<file path="src/verilog/mceb_pkg.sv">
package mceb_pkg;
  // ****************************************************
  // model register index map
  // ****************************************************
  localparam logic [31:0] MCEB_BANK_BASE   = 32'h0000_0400; // first bank, four indices per bank
  localparam logic [31:0] MCEB_GCAP_IDX    = 32'h0000_0300;
  localparam logic [31:0] MCEB_GSTAT_IDX   = 32'h0000_0301;
  localparam logic [31:0] MCEB_LEG_TYPE    = 32'h0000_0302;
  localparam logic [31:0] MCEB_LEG_LOC     = 32'h0000_0303;
  localparam int          MCEB_BANK_STRIDE = 4;
  localparam logic [1:0]  MCEB_SEL_CTL     = 2'h0;
  localparam logic [1:0]  MCEB_SEL_STATUS  = 2'h1;
  localparam logic [1:0]  MCEB_SEL_LOC     = 2'h2;
  localparam logic [1:0]  MCEB_SEL_EXTRA   = 2'h3;

  // ****************************************************
  // bank status field layout
  // ****************************************************
  localparam int MCEB_CODE_LSB  = 0;
  localparam int MCEB_MODEL_LSB = 16;
  localparam int MCEB_OTHER_LSB = 32;
  localparam int MCEB_OTHER_W   = 25;
  localparam int MCEB_PCC       = 57;
  localparam int MCEB_LOCATION_RECORDED_FLAG     = 58;
  localparam int MCEB_EXTRA_INFO_RECORDED_FLAG     = 59;
  localparam int MCEB_EN        = 60;
  localparam int MCEB_UC        = 61;
  localparam int MCEB_OVER      = 62;
  localparam int MCEB_VAL       = 63;
  localparam int MCEB_LOC_W     = 36;
  localparam int MCEB_CHECK_IN_PROGRESS      = 2;
  localparam int MCEB_ID_ARCH   = 14;
  localparam int MCEB_ID_MCE    = 7;

  // ****************************************************
  // reset values
  // ****************************************************
  localparam logic [63:0] MCEB_ZERO64    = 64'h0000_0000_0000_0000;
  localparam logic [63:0] MCEB_ONES64    = 64'hFFFF_FFFF_FFFF_FFFF;
  localparam logic [31:0] MCEB_ID_RESULT = 32'h0000_4080; // bits 14 and 7
endpackage

</file>
<file path="src/verilog/mceb_bank.sv">
`timescale 1ns/1ns
module mceb_bank
  import mceb_pkg::*;
#(
  parameter int NUM_BANKS   = 5,
  parameter int LEGACY_BANK = 0
) (
  input  wire logic                 clk_sys_i,
  input  wire logic                 nrst_i,
  input  wire logic                 msr_rd_i,
  input  wire logic                 msr_wr_i,
  input  wire logic [31:0]          msr_idx_i,
  input  wire logic [63:0]          msr_wdata_i,
  input  wire logic                 err_valid_i,
  input  wire logic [7:0]           err_bank_i,
  input  wire logic [5:0]           err_enable_idx_i,
  input  wire logic [15:0]          err_arch_code_i,
  input  wire logic [15:0]          err_model_code_i,
  input  wire logic [MCEB_OTHER_W-1:0] err_other_i,
  input  wire logic                 err_corrupt_i,
  input  wire logic                 err_not_corrected_i,
  input  wire logic                 err_loc_valid_i,
  input  wire logic [MCEB_LOC_W-1:0] err_loc_i,
  input  wire logic                 check_enable_i,
  output logic [63:0]               msr_rdata_o,
  output logic                      msr_rack_o,
  output logic                      msr_fault_o,
  output logic                      check_trap_o,
  output logic                      shutdown_o,
  output logic [31:0]               ident_result_o
);

  // ****************************************************
  // elaboration checks
  // ****************************************************
  generate
    if (NUM_BANKS < 2 || NUM_BANKS > 255 || LEGACY_BANK >= NUM_BANKS) begin : g_bad
      $error("mceb_bank: bank count or legacy bank out of range");
    end
  endgenerate

  localparam int BW = $clog2(NUM_BANKS);

  // ****************************************************
  // reset release
  // ****************************************************
  logic rst_meta;
  logic rst_n;

  // release synchronised so no flop leaves reset on a ragged edge
  always_ff @(posedge clk_sys_i or negedge nrst_i) begin
    if (!nrst_i) begin
      rst_meta <= 1'b0;
      rst_n    <= 1'b0;
    end else begin
      rst_meta <= 1'b1;
      rst_n    <= rst_meta;
    end
  end

  // ****************************************************
  // storage
  // ****************************************************
  logic [63:0]            bank_report_enables [NUM_BANKS];
  logic [63:0]            bank_error_status   [NUM_BANKS];
  logic [MCEB_LOC_W-1:0]  bank_error_location [NUM_BANKS];
  logic                   check_in_progress;

  // ****************************************************
  // index decode
  // ****************************************************
  logic [31:0]   off;
  logic          hit_bank;
  logic [BW-1:0] acc_bank;
  logic [1:0]    acc_sel;
  logic          hit_gcap;
  logic          hit_gstat;

  // legacy indices fold onto the bus-error bank so both names see one record
  always_comb begin
    off       = msr_idx_i - MCEB_BANK_BASE;
    hit_bank  = (msr_idx_i >= MCEB_BANK_BASE) && (off < 32'(NUM_BANKS * MCEB_BANK_STRIDE));
    acc_bank  = off[2 +: BW];
    acc_sel   = off[1:0];
    hit_gcap  = (msr_idx_i == MCEB_GCAP_IDX);
    hit_gstat = (msr_idx_i == MCEB_GSTAT_IDX);
    if (msr_idx_i == MCEB_LEG_TYPE) begin
      hit_bank = 1'b1;
      acc_bank = BW'(LEGACY_BANK);
      acc_sel  = MCEB_SEL_STATUS;
    end else if (msr_idx_i == MCEB_LEG_LOC) begin
      hit_bank = 1'b1;
      acc_bank = BW'(LEGACY_BANK);
      acc_sel  = MCEB_SEL_LOC;
    end
  end

  logic wr_status;
  logic clr_status;
  logic wr_ctl;
  logic wr_bad;

  // a status write with any one bit set is refused and faults
  always_comb begin
    wr_status  = msr_wr_i && hit_bank && (acc_sel == MCEB_SEL_STATUS);
    clr_status = wr_status && (msr_wdata_i == MCEB_ZERO64);
    wr_ctl     = msr_wr_i && hit_bank && (acc_sel == MCEB_SEL_CTL);
    wr_bad     = msr_wr_i && !(clr_status || wr_ctl || hit_gstat);
  end

  // ****************************************************
  // error logging decision
  // ****************************************************
  logic          err_ok;
  logic [BW-1:0] eb;
  logic [63:0]   cur;
  logic          en_bit;
  logic          do_log;
  logic          set_over;
  logic          trap_now;

  // a clear in the same cycle counts as already done: the new error wins
  always_comb begin
    err_ok = err_valid_i && (err_bank_i < 8'(NUM_BANKS));
    eb     = err_bank_i[BW-1:0];
    cur    = bank_error_status[eb];
    if (clr_status && acc_bank == eb) begin
      cur = MCEB_ZERO64;
    end
    en_bit   = bank_report_enables[eb][err_enable_idx_i];
    set_over = err_ok && cur[MCEB_VAL];
    do_log   = err_ok && (!cur[MCEB_VAL] ||
               (!(cur[MCEB_UC] && err_not_corrected_i) &&
                ((en_bit && !cur[MCEB_EN]) ||
                 (err_not_corrected_i && !cur[MCEB_UC]))));
    trap_now = do_log && en_bit && check_enable_i;
  end

  // ****************************************************
  // status and location records
  // ****************************************************
  // logging into an empty bank ignores software setup, so power-up errors stay visible
  always_ff @(posedge clk_sys_i or negedge rst_n) begin
    if (!rst_n) begin
      for (int b = 0; b < NUM_BANKS; b++) begin
        bank_error_status[b]   <= MCEB_ZERO64;
        bank_error_location[b] <= '0;
      end
    end else begin
      if (clr_status) begin
        bank_error_status[acc_bank] <= MCEB_ZERO64;
      end
      if (do_log) begin
        bank_error_status[eb] <= {1'b1,
                                  set_over,
                                  err_not_corrected_i,
                                  en_bit,
                                  1'b0,
                                  err_loc_valid_i,
                                  err_corrupt_i,
                                  err_other_i,
                                  err_model_code_i,
                                  err_arch_code_i};
        bank_error_location[eb] <= err_loc_valid_i ? err_loc_i : '0;
      end else if (set_over) begin
        bank_error_status[eb][MCEB_OVER] <= 1'b1;
      end
    end
  end

  // ****************************************************
  // per-error enables
  // ****************************************************
  always_ff @(posedge clk_sys_i or negedge rst_n) begin
    if (!rst_n) begin
      for (int b = 0; b < NUM_BANKS; b++) begin
        bank_report_enables[b] <= MCEB_ZERO64;
      end
    end else if (wr_ctl) begin
      bank_report_enables[acc_bank] <= msr_wdata_i;
    end
  end

  // ****************************************************
  // check in progress, trap and shutdown
  // ****************************************************
  // the trap sets the flag even if software writes it that cycle
  always_ff @(posedge clk_sys_i or negedge rst_n) begin
    if (!rst_n) begin
      check_in_progress <= 1'b0;
    end else if (trap_now) begin
      check_in_progress <= 1'b1;
    end else if (msr_wr_i && hit_gstat) begin
      check_in_progress <= msr_wdata_i[MCEB_CHECK_IN_PROGRESS];
    end
  end

  // shutdown holds until reset; nothing short of that recovers the core
  always_ff @(posedge clk_sys_i or negedge rst_n) begin
    if (!rst_n) begin
      check_trap_o <= 1'b0;
      shutdown_o   <= 1'b0;
    end else begin
      check_trap_o <= trap_now;
      if (trap_now && check_in_progress) begin
        shutdown_o <= 1'b1;
      end
    end
  end

  // ****************************************************
  // read port and fault
  // ****************************************************
  logic [63:0] rd_mux;

  always_comb begin
    rd_mux = MCEB_ZERO64;
    if (hit_gcap) begin
      rd_mux[7:0] = 8'(NUM_BANKS);
    end else if (hit_gstat) begin
      rd_mux[MCEB_CHECK_IN_PROGRESS] = check_in_progress;
    end else if (hit_bank) begin
      case (acc_sel)
        MCEB_SEL_CTL:    rd_mux = bank_report_enables[acc_bank];
        MCEB_SEL_STATUS: rd_mux = bank_error_status[acc_bank];
        MCEB_SEL_LOC:    rd_mux[MCEB_LOC_W-1:0] = bank_error_location[acc_bank];
        default:         rd_mux = MCEB_ZERO64; // extra info not implemented
      endcase
    end
  end

  // one-cycle answer; unmapped reads fault like refused writes
  always_ff @(posedge clk_sys_i or negedge rst_n) begin
    if (!rst_n) begin
      msr_rdata_o <= MCEB_ZERO64;
      msr_rack_o  <= 1'b0;
      msr_fault_o <= 1'b0;
    end else begin
      msr_rack_o  <= msr_rd_i;
      msr_fault_o <= wr_bad || (msr_rd_i && !(hit_bank || hit_gcap || hit_gstat));
      if (msr_rd_i) begin
        msr_rdata_o <= rd_mux;
      end
    end
  end

  always_ff @(posedge clk_sys_i or negedge rst_n) begin
    if (!rst_n) begin
      ident_result_o <= MCEB_ID_RESULT;
    end else begin
      ident_result_o <= MCEB_ID_RESULT;
    end
  end

  logic          read_loc;
  logic          read_status;
  logic [MCEB_UC:0] cur_low;
  // cur_low is the held record below the overflow flag, which a refused error must not touch
  always_comb begin
    read_loc    = msr_rd_i && hit_bank && acc_sel == MCEB_SEL_LOC;
    read_status = msr_rd_i && hit_bank && acc_sel == MCEB_SEL_STATUS;
    cur_low     = cur[MCEB_UC:0];
  end
endmodule

</file>
<file path="config.mk">
export PLATFORM = sky130hd
export DESIGN_NAME = mceb_bank
export DESIGN_NICKNAME = d
export VERILOG_FILES = /design/src/verilog/mceb_pkg.sv /design/src/verilog/mceb_bank.sv
export SDC_FILE = /design/constraint.sdc
export NUM_CORES = 2
export LEC_CHECK = 0
export ABC_AREA = 1
export BUFFER_PORTS_ARGS = -buffer_cell sky130_fd_sc_hd__buf_4
export CAP_MARGIN = 10
export CORE_MARGIN = 1
export CORE_UTILIZATION = 46
export CTS_BUF_LIST = sky130_fd_sc_hd__clkbuf_8 sky130_fd_sc_hd__clkbuf_16
export CTS_CLUSTER_DIAMETER = 150
export DETAILED_ROUTE_END_ITERATION = 8
export GPL_ROUTABILITY_DRIVEN = 0
export REMOVE_ABC_BUFFERS = 1
export SKIP_CTS_REPAIR_TIMING = 1
export SYNTH_ARGS = -nofsm -noshare
export SYNTH_HDL_FRONTEND = slang
export SYNTH_SLANG_ARGS = --single-unit
export TNS_END_PERCENT = 20
</file>
<file path="constraint.sdc">
create_clock -name clk_sys_i -period 84.6 [get_ports clk_sys_i]
set_input_delay 4.23 -clock clk_sys_i [delete_from_list [all_inputs] [get_ports clk_sys_i]]
set_output_delay 4.23 -clock clk_sys_i [all_outputs]
set_load 0.02 [all_outputs]
</file>
==> impl.org <==
** Run status
- Run status :: completed

** Hold path
- Type of the most critical hold path :: reg2reg

** Critical path
- Endpoint of the most critical setup path :: bank_error_status[150]
- STA classifies the critical path startpoint as an input pin.
- The setup path with the least slack is of type in2reg.
- For the worst flop-to-flop path, the logic depth is 17.
- Critical path peak fanout :: 84
- For flop-to-flop paths, the worst setup slack is 79.67 ns.
- Data arrives at the worst endpoint at 11.62 ns.
- The critical path starts at err_bank_i[1].
- The endpoint identified for the worst register-to-register timing path is bank_error_status[150].
- Critical Path End Type :: register
- At the worst endpoint, the required time is 85.23 ns.
- Worst R2R Start :: bank_report_enables[149]

** GRT
- The number of global-route vias before repair is 48236.
- The first global-routing pass estimated 309000 um of wire.
- Pin count of the biggest net entering global routing :: 192
- Total congestion overflow :: 0
- Across every metal layer, demand over resource in global routing totals 0.355.
- Initial antenna violation count :: 7

** Floorplan
- Core area :: 111000 um^2
- In this run the core area contains 122 standard-cell rows.
- In this run the count of I/O pins placed on the die edge is 312.
- In this run the horizontal extent of the chip is 338 um.
- Initial standard-cell utilization of the core :: 0.466
- The die covers 114000 um^2.
- Die Ht :: 338 um

** STA
- Headroom to the max-slew limit came out at 0.115.
- For this run, the top clock speed supported by timing is 91.0 MHz.
- Worst hold slack :: 0.350 ns
- Accumulated negative setup slack :: 0 ns
- Final Setup Violations :: 0
- Tightest Pin Transition :: 1.32 ns
- Setup slack of the critical path after layout :: 73.61 ns
- Setup repair after global routing left no endpoint under its margin.
- Ratio of final minimum period to clock period :: 0.130
- The smallest clock period supported by the final layout is computed as 10.99 ns.
- Fin. max-slew vios :: 0
- Clock skew on the completed layout was measured at 0.0455 ns.
- The total count of hold-check failures in the final report was 0.

** Place
- Detailed placer's ending HPWL :: 119000 um
- At the placement stage, the worst setup path has a slack of 73.23 ns.
- Buffers added on ports :: 279

** Clock network
- Bufs on Longest Clock Path :: 3
- TritonCTS built the clock tree.
- Register clock-pin slew on the reported worst setup and hold paths :: 0.06 ns
- The cell sitting at the root of the clock tree is a sky130_fd_sc_hd__clkbuf_16.
- CTS built an H-tree with a depth of 3.
- Num CTS Buffers :: 104
- Later-pin clock latency in the skew report :: 0.71 ns
- CTS saw 891 sinks.

** Pwr
- Total power per unit cell area :: 17.9 nW/um^2
- In this run the static leakage power is 29.1 nW.
- Overall power consumption after layout is estimated at 1.04 mW.
- IR analysis of the VDD net gives a maximum drop of 0.0146 mV.

** Finish
- Relative to the synthesized area, the layout overhead comes to 11.5%.
- In the final layout, the share of cells above drive strength 1 is 0.0810.
- Across the whole layout, storage elements account for 22300 um^2.
- Number of nets at the end of the flow :: 7753
- Fillers :: 11046
- In the final layout, the multi-input gates occupy 26100 um^2.
- Antenna Diode Count :: 0

** Detailed routing
- Total DRC errors in the routed layout :: 0
- Antenna viol nets, final :: 0
- After the first detailed-routing iteration, the DRC count stood at 6316.
- Average vias per placed instance :: 5.83
- The routed design has 206000 um of wire.
- For this run, the detailed router's first-pass iteration total came to 8.
- Average wire per cell in the routed design :: 22.6 um
- Detailed routing inserted a total of 53104 vias.

** Synthesis
- In the post-synthesis netlist, the biggest area contributors are sky130_fd_sc_hd__dfrtp_1 43%, sky130_fd_sc_hd__nand2_1 26%, sky130_fd_sc_hd__o21ai_0 7.7%, sky130_fd_sc_hd__nor2_1 3.3%, sky130_fd_sc_hd__clkbuf_1 2.8%.
- Dominant cell type by area after synthesis :: sky130_fd_sc_hd__dfrtp_1
- For this run, the number of Yosys warnings is 0.
- FF+latch count, synth :: 891
- Portion of the post-synthesis area used by sequential elements :: 0.430
- The most used flip-flop cell after synthesis is sky130_fd_sc_hd__dfrtp_1.
- Fraction of synthesized cell area taken by the top area cell type :: 0.430
- Synthesized instance count :: 7635
- Syn Std Cell Area :: 51800 um^2
- Count of unique library cells instantiated by Yosys :: 60
- Syn avg cell area :: 6.78 um^2
- After synthesis, the share of flip-flops with an asynchronous set or reset is 1.00.
- Yosys mapped a number of flops with a built-in enable equal to 0.

** Flow run
- Across the run, the number of max-cap violations was 0.
## cell usage in the layout (no fill, tap or decap), types with 8 or more instances in the layout
cell and n:
sky130_fd_sc_hd__o21ai_0 802, sky130_fd_sc_hd__dfrtp_1 890, sky130_fd_sc_hd__nor2_1 448, sky130_fd_sc_hd__nor4_1 42, sky130_fd_sc_hd__a31oi_1 8, sky130_fd_sc_hd__nand4_1 196, sky130_fd_sc_hd__nand3_4 10, sky130_fd_sc_hd__or2_2 13
sky130_fd_sc_hd__a21oi_1 156, sky130_fd_sc_hd__nor3_1 43, sky130_fd_sc_hd__o41ai_1 16, sky130_fd_sc_hd__nand2_4 10, sky130_fd_sc_hd__clkinv_2 22, sky130_fd_sc_hd__clkbuf_8 31, sky130_fd_sc_hd__o211ai_1 42, sky130_fd_sc_hd__o2111ai_1 23
sky130_fd_sc_hd__o22ai_1 175, sky130_fd_sc_hd__o31ai_1 9, sky130_fd_sc_hd__a22o_1 21, sky130_fd_sc_hd__clkbuf_16 106, sky130_fd_sc_hd__conb_1 33, sky130_fd_sc_hd__inv_1 264, sky130_fd_sc_hd__nand2_1 3591, sky130_fd_sc_hd__nand3_1 139
sky130_fd_sc_hd__o221ai_1 38, sky130_fd_sc_hd__nor2_4 8, sky130_fd_sc_hd__bufinv_16 11, sky130_fd_sc_hd__buf_4 366, sky130_fd_sc_hd__nand3b_1 13
## through the flow
stage	cells	area (um^2)	util
after floorplan	7064	49200	-
after CTS	9114	57700	0.520
after detailed placement	8923	54100	0.487
after global routing	9114	57700	0.520
after global placement	8923	54100	0.487
final	9114	57700	0.520
## cells in the mapped netlist (6+ instances only)
cell,n
sky130_fd_sc_hd__clkbuf_1,392
sky130_fd_sc_hd__nand2_1,3599
sky130_fd_sc_hd__dfrtp_1,891
sky130_fd_sc_hd__o31ai_1,9
sky130_fd_sc_hd__o41ai_1,16
sky130_fd_sc_hd__a21oi_1,156
sky130_fd_sc_hd__a22o_1,21
sky130_fd_sc_hd__inv_2,8
sky130_fd_sc_hd__nand3b_1,13
sky130_fd_sc_hd__nor4_1,42
sky130_fd_sc_hd__buf_1,40
sky130_fd_sc_hd__o2111ai_1,23
sky130_fd_sc_hd__or2_2,13
sky130_fd_sc_hd__nor3_1,43
sky130_fd_sc_hd__nand4_1,196
sky130_fd_sc_hd__buf_4,62
sky130_fd_sc_hd__nor2_1,453
sky130_fd_sc_hd__a31oi_1,8
sky130_fd_sc_hd__o311ai_0,7
sky130_fd_sc_hd__nand3_1,144
sky130_fd_sc_hd__a2111oi_0,7
sky130_fd_sc_hd__o221ai_1,38
sky130_fd_sc_hd__buf_6,11
sky130_fd_sc_hd__inv_1,253
sky130_fd_sc_hd__o21ai_0,802
sky130_fd_sc_hd__a32o_1,7
sky130_fd_sc_hd__nor3b_1,6
sky130_fd_sc_hd__o22ai_1,175
sky130_fd_sc_hd__o211ai_1,42
sky130_fd_sc_hd__buf_2,95
## flip-flops by register name (all words and copies together) (netlist names)
name,count
shutdown_o,1
check_in_progress,1
msr_rdata_o,64
rst_meta,1
bank_error_location,180
rst_n,1
msr_rack_o,1
bank_error_status,320
check_trap_o,1
msr_fault_o,1
bank_report_enables,320
## area by class of cell
| type | instances | area share |
|---|---|---|
| clock buffers | 137 | 0.0533 |
| repair buffers | 371 | 0.0493 |
| well taps | 1488 | 0.0322 |
| inverters | 265 | 0.0176 |
| flip-flops and latches | 891 | 0.386 |
| clock inverters | 54 | 0.0101 |
| multi-input cells | 5908 | 0.451 |
## worst min path at each step
stage	startpoint	endpoint	slack [ns]	cells after the start
global route	rst_meta	rst_n	0.35	0
global placement	rst_meta	rst_n	0.33	0
finish	rst_meta	rst_n	0.35	0
CTS	rst_meta	rst_n	0.35	0
detailed placement	rst_meta	rst_n	0.34	0
floorplan	rst_meta	rst_n	0.33	0
## report_power, final
group	internal, mW	switching (mW)
logic	0.0297	0.0844
registers	0.433	0.00553
clock network	0.288	0.196
total	0.750	0.286
## metal layers
| metal | track usage | vias up | routed length (um) |
|---|---|---|---|
| li1 | - | 24600 | - |
| met1 | 0.496 | 25349 | 86400 |
| met2 | 0.539 | 2682 | 90300 |
| met3 | 0.0751 | 459 | 20500 |
| met4 | 0.136 | 14 | 8410 |
| met5 | 0 | - | 94 |
## cells by family after synthesis
family | count (synthesis) | synth area share
muxes | 1 | 0.000193
buffers and inverters | 867 | 0.0717
AOI/OAI and AO/OA | 1336 | 0.147
DFF | 891 | 0.430
other | 2 | 0.000145
and+or+nand+nor | 4535 | 0.350
xor gates and xnor gates | 3 | 0.000507
## worst max-delay path, stage by stage
cell                       delay (ns)
sky130_fd_sc_hd__buf_4           0.28
sky130_fd_sc_hd__inv_2           0.24
sky130_fd_sc_hd__nor2_2          0.85
sky130_fd_sc_hd__nand2_4         0.60
sky130_fd_sc_hd__inv_6           0.95
sky130_fd_sc_hd__buf_4           0.59
sky130_fd_sc_hd__a21oi_1         0.12
sky130_fd_sc_hd__nand3_1         0.10
sky130_fd_sc_hd__nand3_1         0.08
sky130_fd_sc_hd__nand3_1         0.08
sky130_fd_sc_hd__nand3_1         0.08
sky130_fd_sc_hd__nand3_1         0.09
sky130_fd_sc_hd__nand3_1         0.07
sky130_fd_sc_hd__nand2_1         0.25
sky130_fd_sc_hd__o21bai_4        0.14
sky130_fd_sc_hd__nand2_4         0.67
sky130_fd_sc_hd__buf_4           0.87
sky130_fd_sc_hd__buf_4           0.78
sky130_fd_sc_hd__nand2_1         0.14
sky130_fd_sc_hd__nand2_1         0.11
Power figures use the tool's default switching activity.
